File: src/core/casr_consts.svh
`ifndef CASR_CONSTS_SVH
`define CASR_CONSTS_SVH

// ==========================================================================
// command codes
`define CASR_CMD_CHG_STATE     8'h37
`define CASR_CMD_REG_STATUS    8'h38
`define CASR_CMD_SYS_STATUS    8'h39
`define CASR_CMD_EN_CHG_STATE  8'h1A
`define CASR_CMD_EN_REG_STATUS 8'h1B

// ==========================================================================
// field widths and positions
`define CASR_CHG_W         13
`define CASR_CHG_EVT_W     8
`define CASR_REG_W         6
`define CASR_SYS_W         9
`define CASR_SYS_EN_CHG    8
`define CASR_SYS_CELL_ERR  7
`define CASR_CHG_PRECHG    7
`define CASR_CHG_MAIN      6
`define CASR_CHG_NTC       5
`define CASR_CHG_TIMER     4
`define CASR_CHG_CX        3
`define CASR_CHG_MAXTIME   2
`define CASR_CHG_MISSING   1
`define CASR_CHG_SHORT     0

// ==========================================================================
// reset values and pin codes
`define CASR_CHG_RST       13'h0000
`define CASR_REG_RST       6'h00
`define CASR_SYS_RST       9'h000
`define CASR_CELLS_OVER    2'h3
`define CASR_SLAVE_ADDR    7'h10

`endif

File: src/core/casr_pkg.sv
package casr_pkg;

   // serial port protocol phases
   typedef enum logic [3:0] {
      CASR_IDLE,
      CASR_ADDR,
      CASR_ACK_ADDR,
      CASR_CMD,
      CASR_ACK_CMD,
      CASR_WR_LO,
      CASR_ACK_LO,
      CASR_WR_HI,
      CASR_ACK_HI,
      CASR_RD_LO,
      CASR_RACK_LO,
      CASR_RD_HI,
      CASR_RACK_HI
   } casr_tw_state_t;

endpackage : casr_pkg

File: src/core/casr_regs.sv
`timescale 1ns/100ps
`include "casr_consts.svh"

// Behaviour
// - precharge entry sets charger-state alert bit 7 when enabled.
// - main charging phase entry sets bit 6 when enabled.
// - thermistor pause entry sets bit 5 when enabled.
// - charge-timer termination sets bit 4 when enabled.
// - fractional-current termination sets bit 3 when enabled.
// - maximum charge time fault sets bit 2 when enabled.
// - missing battery fault sets bit 1 when enabled.
// - shorted battery fault sets bit 0 when enabled.
// - host writes zero to clear a bit, ones elsewhere; only zeros clear.
// - clearing an enable bit also clears its alert.
// - alerts stay set until cleared or disabled.
// - six-bit regulation alert register at 0x38, enabled per bit, reset zero.
// - regulation bits: ilim, thermal, uvcl, iin limit, CC, CV.
// - read-only nine-bit live status register at 0x39.
// - status bit 8 high while the charger is active.
// - more than 8 cells selected sets bit 7 and inhibits charging.
// - cell count error forced true while measurement is disabled.
// - charger-state alerts form an 8-bit register at 0x37, with a 13-bit enable register at 0x1A.
module casr_regs
   import casr_pkg::*;
(
   // clock and reset
   input  wire logic       clock,
   input  wire logic       srst,
   // two-wire serial port
   input  wire logic       scl_in,
   input  wire logic       sda_in,
   output logic            sda_out,
   output logic            sda_oe_n,
   // charger state machine, levels
   input  wire logic       in_precharge,
   input  wire logic       main_phase_flag,
   input  wire logic       in_ntc_pause,
   input  wire logic       in_timer_term,
   input  wire logic       in_cx_term,
   input  wire logic       in_max_time_fault,
   input  wire logic       bat_missing,
   input  wire logic       bat_short,
   // regulation loops, levels
   input  wire logic [5:0] regulation_active,
   // live conditions
   input  wire logic       charger_active,
   input  wire logic       measure_enabled,
   input  wire logic       stack_size_pin_a,
   input  wire logic       stack_size_pin_b,
   // charger control
   output logic            charge_inhibit
);

   // =======================================================================
   // pin synchronisers
   logic [1:0] pins_sync;
   logic [1:0] cells_n_sync;

   casr_sync #(.W(2)) u_sync (
      .clock    (clock),
      .srst     (srst),
      .async_in ({scl_in, sda_in}),
      .sync_out (pins_sync)
   );

   // cell pins enter inverted: the all-ones sync reset then reads as a
   // legal count, so no false inhibit pulse follows reset
   casr_sync #(.W(2)) u_cells_sync (
      .clock    (clock),
      .srst     (srst),
      .async_in (~{stack_size_pin_b, stack_size_pin_a}),
      .sync_out (cells_n_sync)
   );

   logic scl_s;
   logic sda_s;
   logic scl_prev_reg;
   logic sda_prev_reg;

   assign scl_s = pins_sync[1];
   assign sda_s = pins_sync[0];

   always_ff @(posedge clock) begin
      if (srst) begin
         scl_prev_reg <= 1'b1;
         sda_prev_reg <= 1'b1;
      end else begin
         scl_prev_reg <= scl_s;
         sda_prev_reg <= sda_s;
      end
   end

   logic bus_start;
   logic bus_stop;
   logic scl_rise;
   logic scl_fall;

   assign bus_start = scl_s && scl_prev_reg && sda_prev_reg && !sda_s;
   assign bus_stop  = scl_s && scl_prev_reg && !sda_prev_reg && sda_s;
   assign scl_rise  = scl_s && !scl_prev_reg;
   assign scl_fall  = !scl_s && scl_prev_reg;

   // =======================================================================
   // register storage
   logic [`CASR_CHG_W-1:0] en_chg_state_reg;
   logic [`CASR_REG_W-1:0] en_reg_status_reg;
   logic [`CASR_CHG_EVT_W-1:0] chg_alert;
   logic [`CASR_REG_W-1:0] regulation_alert_latches;
   logic [`CASR_SYS_W-1:0] live_system_condition_reg;
   logic [7:0]  cmd_reg;
   logic [15:0] wdata_reg;
   logic        wr_pulse_reg;

   // =======================================================================
   // write decode
   logic wr_chg;
   logic wr_reg;

   assign wr_chg = wr_pulse_reg && (cmd_reg == `CASR_CMD_CHG_STATE);
   assign wr_reg = wr_pulse_reg && (cmd_reg == `CASR_CMD_REG_STATUS);

   always_ff @(posedge clock) begin
      if (srst) begin
         en_chg_state_reg  <= `CASR_CHG_RST;
         en_reg_status_reg <= `CASR_REG_RST;
      end else if (wr_pulse_reg) begin
         if (cmd_reg == `CASR_CMD_EN_CHG_STATE) begin
            en_chg_state_reg <= wdata_reg[`CASR_CHG_W-1:0];
         end
         if (cmd_reg == `CASR_CMD_EN_REG_STATUS) begin
            en_reg_status_reg <= wdata_reg[`CASR_REG_W-1:0];
         end
      end
   end

   // =======================================================================
   // condition edge detection: only entry into a state raises an alert
   logic [`CASR_CHG_EVT_W-1:0] chg_level;
   logic [`CASR_CHG_EVT_W-1:0] chg_prev_reg;
   logic [`CASR_REG_W-1:0]     reg_prev_reg;

   always_comb begin
      chg_level                     = '0;
      chg_level[`CASR_CHG_PRECHG]   = in_precharge;
      chg_level[`CASR_CHG_MAIN]     = main_phase_flag;
      chg_level[`CASR_CHG_NTC]      = in_ntc_pause;
      chg_level[`CASR_CHG_TIMER]    = in_timer_term;
      chg_level[`CASR_CHG_CX]       = in_cx_term;
      chg_level[`CASR_CHG_MAXTIME]  = in_max_time_fault;
      chg_level[`CASR_CHG_MISSING]  = bat_missing;
      chg_level[`CASR_CHG_SHORT]    = bat_short;
   end

   always_ff @(posedge clock) begin
      if (srst) begin
         chg_prev_reg <= '0;
         reg_prev_reg <= '0;
      end else begin
         chg_prev_reg <= chg_level;
         reg_prev_reg <= regulation_active;
      end
   end

   // =======================================================================
   // sticky alert latches
   // enable gates both set and hold, so a disabled event leaves no trace
   casr_alert_bank #(.W(`CASR_CHG_EVT_W)) u_chg_alerts (
      .clock      (clock),
      .srst       (srst),
      .event_in   (chg_level & ~chg_prev_reg),
      .enable     (en_chg_state_reg[`CASR_CHG_EVT_W-1:0]),
      .clear_we   (wr_chg),
      .clear_mask (wdata_reg[`CASR_CHG_EVT_W-1:0]),
      .alert      (chg_alert)
   );

   casr_alert_bank #(.W(`CASR_REG_W)) u_reg_alerts (
      .clock      (clock),
      .srst       (srst),
      .event_in   (regulation_active & ~reg_prev_reg),
      .enable     (en_reg_status_reg),
      .clear_we   (wr_reg),
      .clear_mask (wdata_reg[`CASR_REG_W-1:0]),
      .alert      (regulation_alert_latches)
   );

   // =======================================================================
   // live system status, never latched
   logic cells_over;

   assign cells_over = (~cells_n_sync == `CASR_CELLS_OVER);

   always_ff @(posedge clock) begin
      if (srst) begin
         live_system_condition_reg <= `CASR_SYS_RST;
         charge_inhibit            <= 1'b0;
      end else begin
         live_system_condition_reg <= '0;
         live_system_condition_reg[`CASR_SYS_EN_CHG] <=
            charger_active;
         live_system_condition_reg[`CASR_SYS_CELL_ERR] <=
            cells_over || !measure_enabled;
         charge_inhibit <= cells_over;
      end
   end

   // =======================================================================
   // read mux; unmapped codes read zero
   logic [15:0] rdata;

   always_comb begin
      rdata = 16'h0000;
      unique case (cmd_reg)
         `CASR_CMD_CHG_STATE:     rdata[`CASR_CHG_EVT_W-1:0] = chg_alert;
         `CASR_CMD_REG_STATUS:
            rdata[`CASR_REG_W-1:0] = regulation_alert_latches;
         `CASR_CMD_SYS_STATUS:
            rdata[`CASR_SYS_W-1:0] = live_system_condition_reg;
         `CASR_CMD_EN_CHG_STATE:  rdata[`CASR_CHG_W-1:0] = en_chg_state_reg;
         `CASR_CMD_EN_REG_STATUS: rdata[`CASR_REG_W-1:0] = en_reg_status_reg;
         default:                 rdata = 16'h0000;
      endcase
   end

   // =======================================================================
   // two-wire word protocol: addr, command, low byte, high byte
   casr_tw_state_t state_reg;
   logic [7:0]     shreg;
   logic [3:0]     bit_cnt;
   logic           rd_mode;
   logic           master_ack;

   always_ff @(posedge clock) begin
      if (srst) begin
         state_reg    <= CASR_IDLE;
         shreg        <= 8'h00;
         bit_cnt      <= 4'h0;
         rd_mode      <= 1'b0;
         master_ack   <= 1'b0;
         cmd_reg      <= 8'h00;
         wdata_reg    <= 16'h0000;
         wr_pulse_reg <= 1'b0;
         sda_oe_n     <= 1'b1;
         sda_out      <= 1'b0;
      end else begin
         wr_pulse_reg <= 1'b0;
         sda_out      <= 1'b0;
         if (bus_start) begin
            state_reg <= CASR_ADDR;
            bit_cnt   <= 4'h0;
            sda_oe_n  <= 1'b1;
         end else if (bus_stop) begin
            state_reg <= CASR_IDLE;
            sda_oe_n  <= 1'b1;
         end else begin
            unique case (state_reg)
               CASR_IDLE: begin
                  sda_oe_n <= 1'b1;
               end
               CASR_ADDR, CASR_CMD, CASR_WR_LO, CASR_WR_HI: begin
                  if (scl_rise) begin
                     shreg   <= {shreg[6:0], sda_s};
                     bit_cnt <= bit_cnt + 4'h1;
                  end else if (scl_fall && bit_cnt == 4'h8) begin
                     bit_cnt  <= 4'h0;
                     sda_oe_n <= 1'b0;
                     unique case (state_reg)
                        CASR_ADDR: begin
                           if (shreg[7:1] == `CASR_SLAVE_ADDR) begin
                              rd_mode   <= shreg[0];
                              state_reg <= CASR_ACK_ADDR;
                           end else begin
                              sda_oe_n  <= 1'b1;
                              state_reg <= CASR_IDLE;
                           end
                        end
                        CASR_CMD: begin
                           cmd_reg   <= shreg;
                           state_reg <= CASR_ACK_CMD;
                        end
                        CASR_WR_LO: begin
                           wdata_reg[7:0] <= shreg;
                           state_reg      <= CASR_ACK_LO;
                        end
                        default: begin
                           // word complete: commit once
                           wdata_reg[15:8] <= shreg;
                           wr_pulse_reg    <= 1'b1;
                           state_reg       <= CASR_ACK_HI;
                        end
                     endcase
                  end
               end
               CASR_ACK_ADDR, CASR_ACK_CMD, CASR_ACK_LO, CASR_ACK_HI: begin
                  if (scl_fall) begin
                     sda_oe_n <= 1'b1;
                     unique case (state_reg)
                        CASR_ACK_ADDR: begin
                           if (rd_mode) begin
                              shreg     <= {rdata[6:0], 1'b0};
                              sda_oe_n  <= rdata[7];
                              bit_cnt   <= 4'h1;
                              state_reg <= CASR_RD_LO;
                           end else begin
                              state_reg <= CASR_CMD;
                           end
                        end
                        CASR_ACK_CMD: state_reg <= CASR_WR_LO;
                        CASR_ACK_LO:  state_reg <= CASR_WR_HI;
                        default:      state_reg <= CASR_IDLE;
                     endcase
                  end
               end
               CASR_RD_LO, CASR_RD_HI: begin
                  if (scl_fall) begin
                     if (bit_cnt == 4'h8) begin
                        sda_oe_n  <= 1'b1;
                        bit_cnt   <= 4'h0;
                        state_reg <= (state_reg == CASR_RD_LO) ?
                                     CASR_RACK_LO : CASR_RACK_HI;
                     end else begin
                        sda_oe_n <= shreg[7];
                        shreg    <= {shreg[6:0], 1'b0};
                        bit_cnt  <= bit_cnt + 4'h1;
                     end
                  end
               end
               CASR_RACK_LO, CASR_RACK_HI: begin
                  if (scl_rise) begin
                     master_ack <= !sda_s;
                  end else if (scl_fall) begin
                     // nack or end of word: release and wait for stop
                     if (master_ack && state_reg == CASR_RACK_LO) begin
                        shreg     <= {rdata[14:8], 1'b0};
                        sda_oe_n  <= rdata[15];
                        bit_cnt   <= 4'h1;
                        state_reg <= CASR_RD_HI;
                     end else begin
                        state_reg <= CASR_IDLE;
                     end
                  end
               end
            endcase
         end
      end
   end

endmodule : casr_regs

File: src/core/casr_sync.sv
`timescale 1ns/100ps
module casr_sync #(
   parameter int W = 1
) (
   // clock and reset
   input  wire logic         clock,
   input  wire logic         srst,
   // asynchronous in, synchronous out
   input  wire logic [W-1:0] async_in,
   output logic      [W-1:0] sync_out
);

   logic [W-1:0] meta_reg;

   // first stage feeds only the second stage
   always_ff @(posedge clock) begin
      if (srst) begin
         meta_reg <= '1;
         sync_out <= '1;
      end else begin
         meta_reg <= async_in;
         sync_out <= meta_reg;
      end
   end

endmodule : casr_sync

File: src/core/casr_alert_bank.sv
`timescale 1ns/100ps
module casr_alert_bank #(
   parameter int W = 8
) (
   // clock and reset
   input  wire logic         clock,
   input  wire logic         srst,
   // condition events, one-cycle pulses
   input  wire logic [W-1:0] event_in,
   // enables and host clear
   input  wire logic [W-1:0] enable,
   input  wire logic         clear_we,
   input  wire logic [W-1:0] clear_mask,
   // latched alerts
   output logic      [W-1:0] alert
);

   genvar i;
   generate
      for (i = 0; i < W; i++) begin : g_bit
         logic keep;
         assign keep = alert[i] && !(clear_we && !clear_mask[i]);
         always_ff @(posedge clock) begin
            if (srst) begin
               alert[i] <= 1'b0;
            end else begin
               // set beats clear; no enable means nothing is held
               alert[i] <= enable[i] && (keep || event_in[i]);
            end
         end
      end
   endgenerate

endmodule : casr_alert_bank

File: config.mk
export PLATFORM = sky130hd
export DESIGN_NAME = casr_regs
export DESIGN_NICKNAME = d
export VERILOG_FILES = /design/src/core/casr_pkg.sv /design/src/core/casr_regs.sv /design/src/core/casr_sync.sv /design/src/core/casr_alert_bank.sv
export VERILOG_INCLUDE_DIRS = /design/src /design/src/core
export SDC_FILE = /design/constraint.sdc
export NUM_CORES = 1
export LEC_CHECK = 0
export BUFFER_PORTS_ARGS = -buffer_cell sky130_fd_sc_hd__buf_2
export CAP_MARGIN = 20
export CORE_MARGIN = 2
export CORE_UTILIZATION = 47
export CTS_BUF_LIST = sky130_fd_sc_hd__clkbuf_16
export DETAILED_ROUTE_END_ITERATION = 10
export SKIP_CTS_REPAIR_TIMING = 1
export SLEW_MARGIN = 5
export SYNTH_ARGS = -nofsm -noshare
export SYNTH_HDL_FRONTEND = slang
export SYNTH_SLANG_ARGS = --single-unit
File: constraint.sdc
create_clock -name clock -period 2.5 [get_ports clock]
set_input_delay 0.375 -clock clock [delete_from_list [all_inputs] [get_ports clock]]
set_output_delay 0.375 -clock clock [all_outputs]
set_load 0.01 [all_outputs]
==> summary.md, run 1 <==
| Metric | Value |
|---|---|
| Leak | 1.71 nW |
| Setup TNS Final | 0 ps |
| TritonCTS clock tree | done |
| Ant diodes | 0 |
| Slew margin rel. | 53.0% |
| Area post-placement | 4760 sq um |
| Reg2reg path depth | 5 |
| DRC viols | 0 |
| Clk_skew | 8.35 ps |
| R2r endpoint | bit_cnt[3]$_SDFFE_PP0P_ |
| Clock latency on the worst-skew pair | 340 ps |
| Crit path kind | flop to flop |
| Row count | 35 |
| Largest net degree at the start of global routing | 94 |
| Share of cells above drive strength 1 | 13.9% |
| Post-synth top flop | dfxtp_1 |
| Max Slew Vio Count | 0 |
| Max cap viols | 0 |
| Final Util | 54.2% |
| CP required | 2740 ps |
| Critical path startpoint | state_reg[2]$_SDFFE_PP0P_ |
| H-Tree Level Count | 3 |
| GRT Overall Usage | 21.8% |
| Post-synthesis sequential area ratio | 44.8% |
| Final #Nets | 546 |
| CTS root buf | clkbuf_16 |
| Yosys synthesis warning count | 0 |
| CP arrival | 2350 ps |
| Worst slack at placement | 438 ps |
| M3 GR Usage | 3.56% |
| CP Capture Type | flop |
| Total die area | 10400 sq um |
| Final worst slack | 386 ps |
| Global Route met2 Usage | 32.2% |
| Port bufs | 23 |
| Post-synthesis average cell area | 8.92 sq um |
| Fmax | 473 MHz |
| R2R setup slack | 390 ps |
| Drt via density | 5.65 |
| Initial DRT Pass Iterations | 5 |
| CP Launch Type | flop |
| First-pass GRT wire length | 17.9 mm |
| Die H | 102 um |
| Routability cong. | 0.860 |
| RSZ-0062 raised after global routing | no |
| Mapped cell area | 4510 sq um |
| Final setup vio count | 0 |
| Worst-path maximum fanout | 24 |
| Worst path slowest cell | dfxtp_1 |
| CP max stage delay | 780 ps |
| Worst path depth | 5 |
| Initial Utilization | 48.6% |
| Vias in the first global route | 3541 |
| Part of the cycle the worst path needs | 84.6% |
| Clk pin slew, worst setup/hold paths | 70 ps |
| HPWL Detailed | 7.01 mm |
| Synthesized Nets | 530 |
| Sinks on Clock Net | 101 |
| Ys async rst share | 0% |
| Gr busiest metal | met1 |
| Placed cell count | 640 |
| Crit path max-delay family | compound AO/OA/AOI/OAI gates |
| Final-report hold violation count | 0 |
| GRT met1 Usage | 32.6% |
| Synthesized instance count | 506 |
| Worst path bufs/invs | 0 |
| Unique masters post-synth | 65 |
| DR WL/cell | 16.0 um |
| Non-Filler Instances | 656 |
| Area growth from synthesis to layout | 11.5% |
| CP Cell Sequence | nor3_1, a21oi_1, a2bb2oi_1, and4b_1, a31o_1 |
| Antenna violations before repair | 0 |
| PwrDens | 633 nW/um^2 |
| Reg2reg start | state_reg[2]$_SDFFE_PP0P_ |
| I/O pin count | 25 |
| #FFs+latches synth | 101 |
| Initial drt markers | 220 |
| Filler cells | 902 |
| Status | complete, no violations |
| Post-Route WL | 10.5 mm |
| Post-DRT Antenna Nets | 0 |
| Hold Crit Class | primary input to flop |
| Peak supply drop | 0.000338 V |
| Num CTS Buffers | 9 |
| Design area | 5030 sq um |
| Grt ovf | 0 |
| Longest Clk Path Bufs | 2 |
| Worst setup path end | bit_cnt[3]$_SDFFE_PP0P_ |
| Core region area | 9280 sq um |
| Post-synth EDFFs | 0 |
| Width of the die | 102 um |
| Via count | 3707 |
| Worst slew pin tran | 704 ps |
| Crit path time final | 2110 ps |
## worst min path at each step
stage                                        startpoint                                  end  slack (ps)  depth (start not counted)
floorplan           u_cells_sync.meta_reg[0]$_SDFF_PP1_  u_cells_sync.sync_out[0]$_SDFF_PP1_         390                          1
global placement    u_cells_sync.meta_reg[0]$_SDFF_PP1_  u_cells_sync.sync_out[0]$_SDFF_PP1_         390                          1
detailed placement        u_sync.meta_reg[0]$_SDFF_PP1_        u_sync.sync_out[0]$_SDFF_PP1_         390                          1
CTS                                    stack_size_pin_b  u_cells_sync.meta_reg[1]$_SDFF_PP1_         190                          2
global route                           stack_size_pin_b  u_cells_sync.meta_reg[1]$_SDFF_PP1_         210                          2
finish                                 stack_size_pin_b  u_cells_sync.meta_reg[1]$_SDFF_PP1_         200                          2
## cell usage after synthesis (2+ instances only)
cell | count | area share (%)
dfxtp_1 | 101 | 45
a21oi_1 | 45 | 5.0
nor2_1 | 41 | 3.4
mux2i_1 | 35 | 7.8
o21ai_0 | 33 | 3.7
nand2_1 | 28 | 2.3
nand2b_1 | 27 | 3.7
nand3_1 | 25 | 2.8
clkbuf_1 | 15 | 1.2
nor2b_1 | 14 | 1.9
buf_2 | 10 | 1.1
or2_2 | 10 | 1.4
and3b_1 | 9 | 1.7
inv_1 | 9 | 0.75
a22oi_1 | 8 | 1.3
nor3_1 | 7 | 0.78
a311oi_1 | 6 | 1.2
nand3b_1 | 5 | 0.83
o22ai_1 | 5 | 0.69
a32oi_1 | 4 | 0.78
and3_1 | 4 | 0.55
o21ai_1 | 4 | 0.44
a211oi_1 | 3 | 0.50
and2_1 | 3 | 0.42
nor2_2 | 3 | 0.42
nor3b_1 | 3 | 0.50
o21a_1 | 3 | 0.50
a2bb2oi_1 | 2 | 0.39
a311oi_2 | 2 | 0.67
and4b_1 | 2 | 0.44
ha_1 | 2 | 0.55
nor4_1 | 2 | 0.28
o211ai_1 | 2 | 0.33
or3_1 | 2 | 0.28
or3b_1 | 2 | 0.39
## power by group
group	leakage, nW	internal, W	switching (W)
Clock	0.133	0.000681	0.000633
Combinational	0.761	0.0000824	0.000105
Sequential	0.821	0.00164	0.0000418
Total	1.71	0.00241	0.000780
## metrics by stage
stage,hold slack (ps),power [W]
final,196,0.00319
after global placement,391,0.00191
after floorplan,389,0.00184
after detailed placement,395,0.00191
after global routing,207,0.00330
after CTS,188,0.00320
## cells by family after synthesis
group / after synthesis / share of synthesized area, %
compound gates: 133 / 18.8
xor+xnor: 1 / 0.194
fa+ha+maj: 2 / 0.554
buf+inv: 39 / 3.80
flops: 101 / 44.8
mux: 35 / 7.76
other cells: 1 / 0.0831
simple gates: 194 / 24.0
## metal layers
| metal | part of all wire, % | vias up |
|---|---|---|
| met3 | 5.0 | 14 |
| met5 | 0 | - |
| met1 | 49 | 1756 |
| met4 | 1.4 | 0 |
| li1 | - | 1833 |
| met2 | 44 | 104 |
## final cells by class
type / instances / area, sq um / area share [%]
clock inverters: 7 / 51.3 / 1.02
inverters: 10 / 37.5 / 0.746
multi-input cells: 366 / 2330 / 46.2
well taps: 129 / 161 / 3.21
clock buffers: 9 / 225 / 4.47
repair buffers: 34 / 210 / 4.18
flip-flops and latches: 101 / 2020 / 40.2
## layout by cell type (no fill, tap or decap), types with 5 or more instances in the layout
master       n
inv_1       10
nor3_1       6
clkbuf_16    9
o21ai_0     33
dfxtp_1    101
nand2_1     28
mux2i_1     35
or2_2       10
buf_2       23
o22ai_1      5
nor2_1      41
buf_4       10
a311oi_1     6
nand2b_1    27
nor2b_1     14
a21oi_1     45
nand3_1     25
and3b_1      9
a22oi_1      8
nand3b_1     5
(Power assumes the default switching activity.)
==> inputs of run 2 (changes only) <==
--- a/config.mk
+++ b/config.mk
@@ -12,6 +12,7 @@
 export CORE_UTILIZATION = 47
 export CTS_BUF_LIST = sky130_fd_sc_hd__clkbuf_16
 export DETAILED_ROUTE_END_ITERATION = 10
+export PLACE_DENSITY = 0.66
 export SKIP_CTS_REPAIR_TIMING = 1
 export SLEW_MARGIN = 5
 export SYNTH_ARGS = -nofsm -noshare
==> constraint.sdc (replaced) <==
create_clock -name clock -period 1.8 [get_ports clock]
set_input_delay 0.27 -clock clock [delete_from_list [all_inputs] [get_ports clock]]
set_output_delay 0.27 -clock clock [all_outputs]
set_load 0.01 [all_outputs]
==> summary.md, run 2 (synthesis gave the netlist of run 1 again) <==
| Metric | Value |
|---|---|
| Longest Clk Path Bufs | 2 |
| Crit path time final | 1780 ps |
| H-Tree Level Count | 3 |
| Clock latency on the worst-skew pair | 350 ps |
| Share of cells above drive strength 1 | 23.7% |
| First-pass GRT wire length | 18.1 mm |
| Width of the die | 102 um |
| Design Power | 0.00471 W |
| CP Cell Sequence | buf_4, nand2b_1, a21oi_2, a2bb2oi_1, buf_4, and4b_1, a31o_1 |
| Ant diodes | 0 |
| Filler cells | 845 |
| DRC viols | 0 |
| Pint | 0.00364 W |
| Grt ovf | 0 |
| Total die area | 10400 sq um |
| Final setup vio count | 0 |
| Reg2reg start | state_reg[2]$_SDFFE_PP0P_ |
| CP Capture Type | flop |
| I/O pin count | 25 |
| Initial Utilization | 48.6% |
| Initial drt markers | 230 |
| Reg2reg path depth | 7 |
| Sinks on Clock Net | 101 |
| Worst path bufs/invs | 2 |
| Drt via density | 5.58 |
| R2r endpoint | bit_cnt[3]$_SDFFE_PP0P_ |
| Post-DRT Antenna Nets | 0 |
| Clk pin slew, worst setup/hold paths | 70 ps |
| Setup TNS Final | 0 ps |
| Row count | 35 |
| Max cap viols | 0 |
| Antenna violations before repair | 0 |
| Sw frac | 22.8% |
| Status | complete, no violations |
| Final-report hold violation count | 0 |
| Hold Crit Class | primary input to flop |
| Combinational Power Share | 6.8% |
| Non-Filler Instances | 694 |
| CP arrival | 2020 ps |
| Largest net degree at the start of global routing | 95 |
| TritonCTS clock tree | done |
| Area of the multi-input gates | 2390 sq um |
| Part of the cycle the worst path needs | 98.9% |
| Clock power share | 44.0% |
| Die H | 102 um |
| Num CTS Buffers | 9 |
| CTS root buf | clkbuf_16 |
| Post-Route WL | 11.2 mm |
| Reg power frac | 49.2% |
| CP required | 2040 ps |
| CP max stage delay | 310 ps |
| Top cell by count, worst path | buf_4 |
| CP Launch Type | flop |
| Commonest non-fill, non-tap cell in the layout | dfxtp_1 |
| Worst path depth | 7 |
| Port bufs | 23 |
| GRT Overall Usage | 22.4% |
| Critical path startpoint | state_reg[2]$_SDFFE_PP0P_ |
| Worst-path maximum fanout | 15 |
| Reg area | 2030 sq um |
| Clk_skew | 8.89 ps |
| Area growth from synthesis to layout | 21.4% |
| Worst path slowest cell | dfxtp_1 |
| Core region area | 9280 sq um |
| Initial DRT Pass Iterations | 5 |
| Vias in the first global route | 3588 |
| Routability cong. | 0.890 |
| Max Slew Vio Count | 0 |
| Crit path kind | flop to flop |
| RSZ-0062 raised after global routing | yes |
| PwrDens | 860 nW/um^2 |
| Commonest non-fill, non-tap cells in the layout | dfxtp_1, buf_4, a21oi_1 |
| Sw Pwr | 0.00107 W |
| DR WL/cell | 16.1 um |
| HPWL Detailed | 7.71 mm |
| R2R setup slack | 20 ps |
| Peak supply drop | 0.000577 V |
| Fmax | 562 MHz |
| Placed cell count | 673 |
| Worst setup path end | bit_cnt[3]$_SDFFE_PP0P_ |
| Via count | 3874 |
| Final #Nets | 585 |
| Leak | 1.96 nW |
| Crit path max-delay family | compound AO/OA/AOI/OAI gates |
-- run 2: changes by cell type in the layout (fill, tap and decap cells not counted), moves of 2 or more --
cell,previous run,this run
buf_4,10,44
dfxtp_1,101,94
dfxtp_2,0,6
a21oi_1,45,42
a21oi_2,1,4
buf_12,1,4
buf_6,0,2
bufinv_16,0,2
clkinvlp_4,2,0
nand3_1,25,23
nand3_2,0,2
-- run 2: worst reg2reg max path, stage by stage, from the launching register on --
cell and delay, ps:
dfxtp_1 310, buf_4 180, nand2b_1 240, a21oi_2 200
a2bb2oi_1 210, buf_4 170, and4b_1 190, a31o_1 170
-- run 2: worst min path at each step --
stage / from / end / slack (ps) / cells past startpoint
after floorplan: stack_size_pin_a / u_cells_sync.meta_reg[0]$_SDFF_PP1_ / 340 / 1
after detailed placement: u_sync.meta_reg[0]$_SDFF_PP1_ / u_sync.sync_out[0]$_SDFF_PP1_ / 390 / 1
after global placement: u_cells_sync.meta_reg[1]$_SDFF_PP1_ / u_cells_sync.sync_out[1]$_SDFF_PP1_ / 390 / 1
after CTS: stack_size_pin_a / u_cells_sync.meta_reg[0]$_SDFF_PP1_ / 80 / 2
after global routing: stack_size_pin_a / u_cells_sync.meta_reg[0]$_SDFF_PP1_ / 80 / 2
final: stack_size_pin_a / u_cells_sync.meta_reg[0]$_SDFF_PP1_ / 90 / 2
-- run 2: layout make-up --
type,count,area share [%]
clock inverter,6,1.58
sequential,101,37.1
timing repair buffer,73,10.0
multi-input combinational,366,43.6
inverter,10,0.685
clock buffer,9,4.11
tap,129,2.95
-- run 2: power by group through the flow --
stage	Combinational, W	Sequential (W)	Clock (W)
after detailed placement	0.000307	0.00237	0
after floorplan	0.000201	0.00236	0
after CTS	0.000309	0.00232	0.00209
after global placement	0.000302	0.00237	0
final	0.000320	0.00232	0.00207
after global routing	0.000352	0.00232	0.00217
-- run 2: per-stage QoR --
stage	hold slack [ps]	cell area [sq um]	util [%]	setup WS [ps]
finish	86.5	5480	59.0	20.2
global placement	393	5030	54.2	58.1
global route	81.3	5480	59.0	-52.2
CTS	79.0	5350	57.6	-30.5
detailed placement	395	5030	54.2	-19.1
floorplan	344	4520	-	52.4
-- run 2: per-layer routing --
metal	global-route usage (%)	vias to the layer above	part of all wire (%)
met5	0	-	0
met4	6.97	0	1.9
met3	3.83	18	4.8
met2	33.4	114	44
met1	33.1	1831	49
li1	-	1911	-
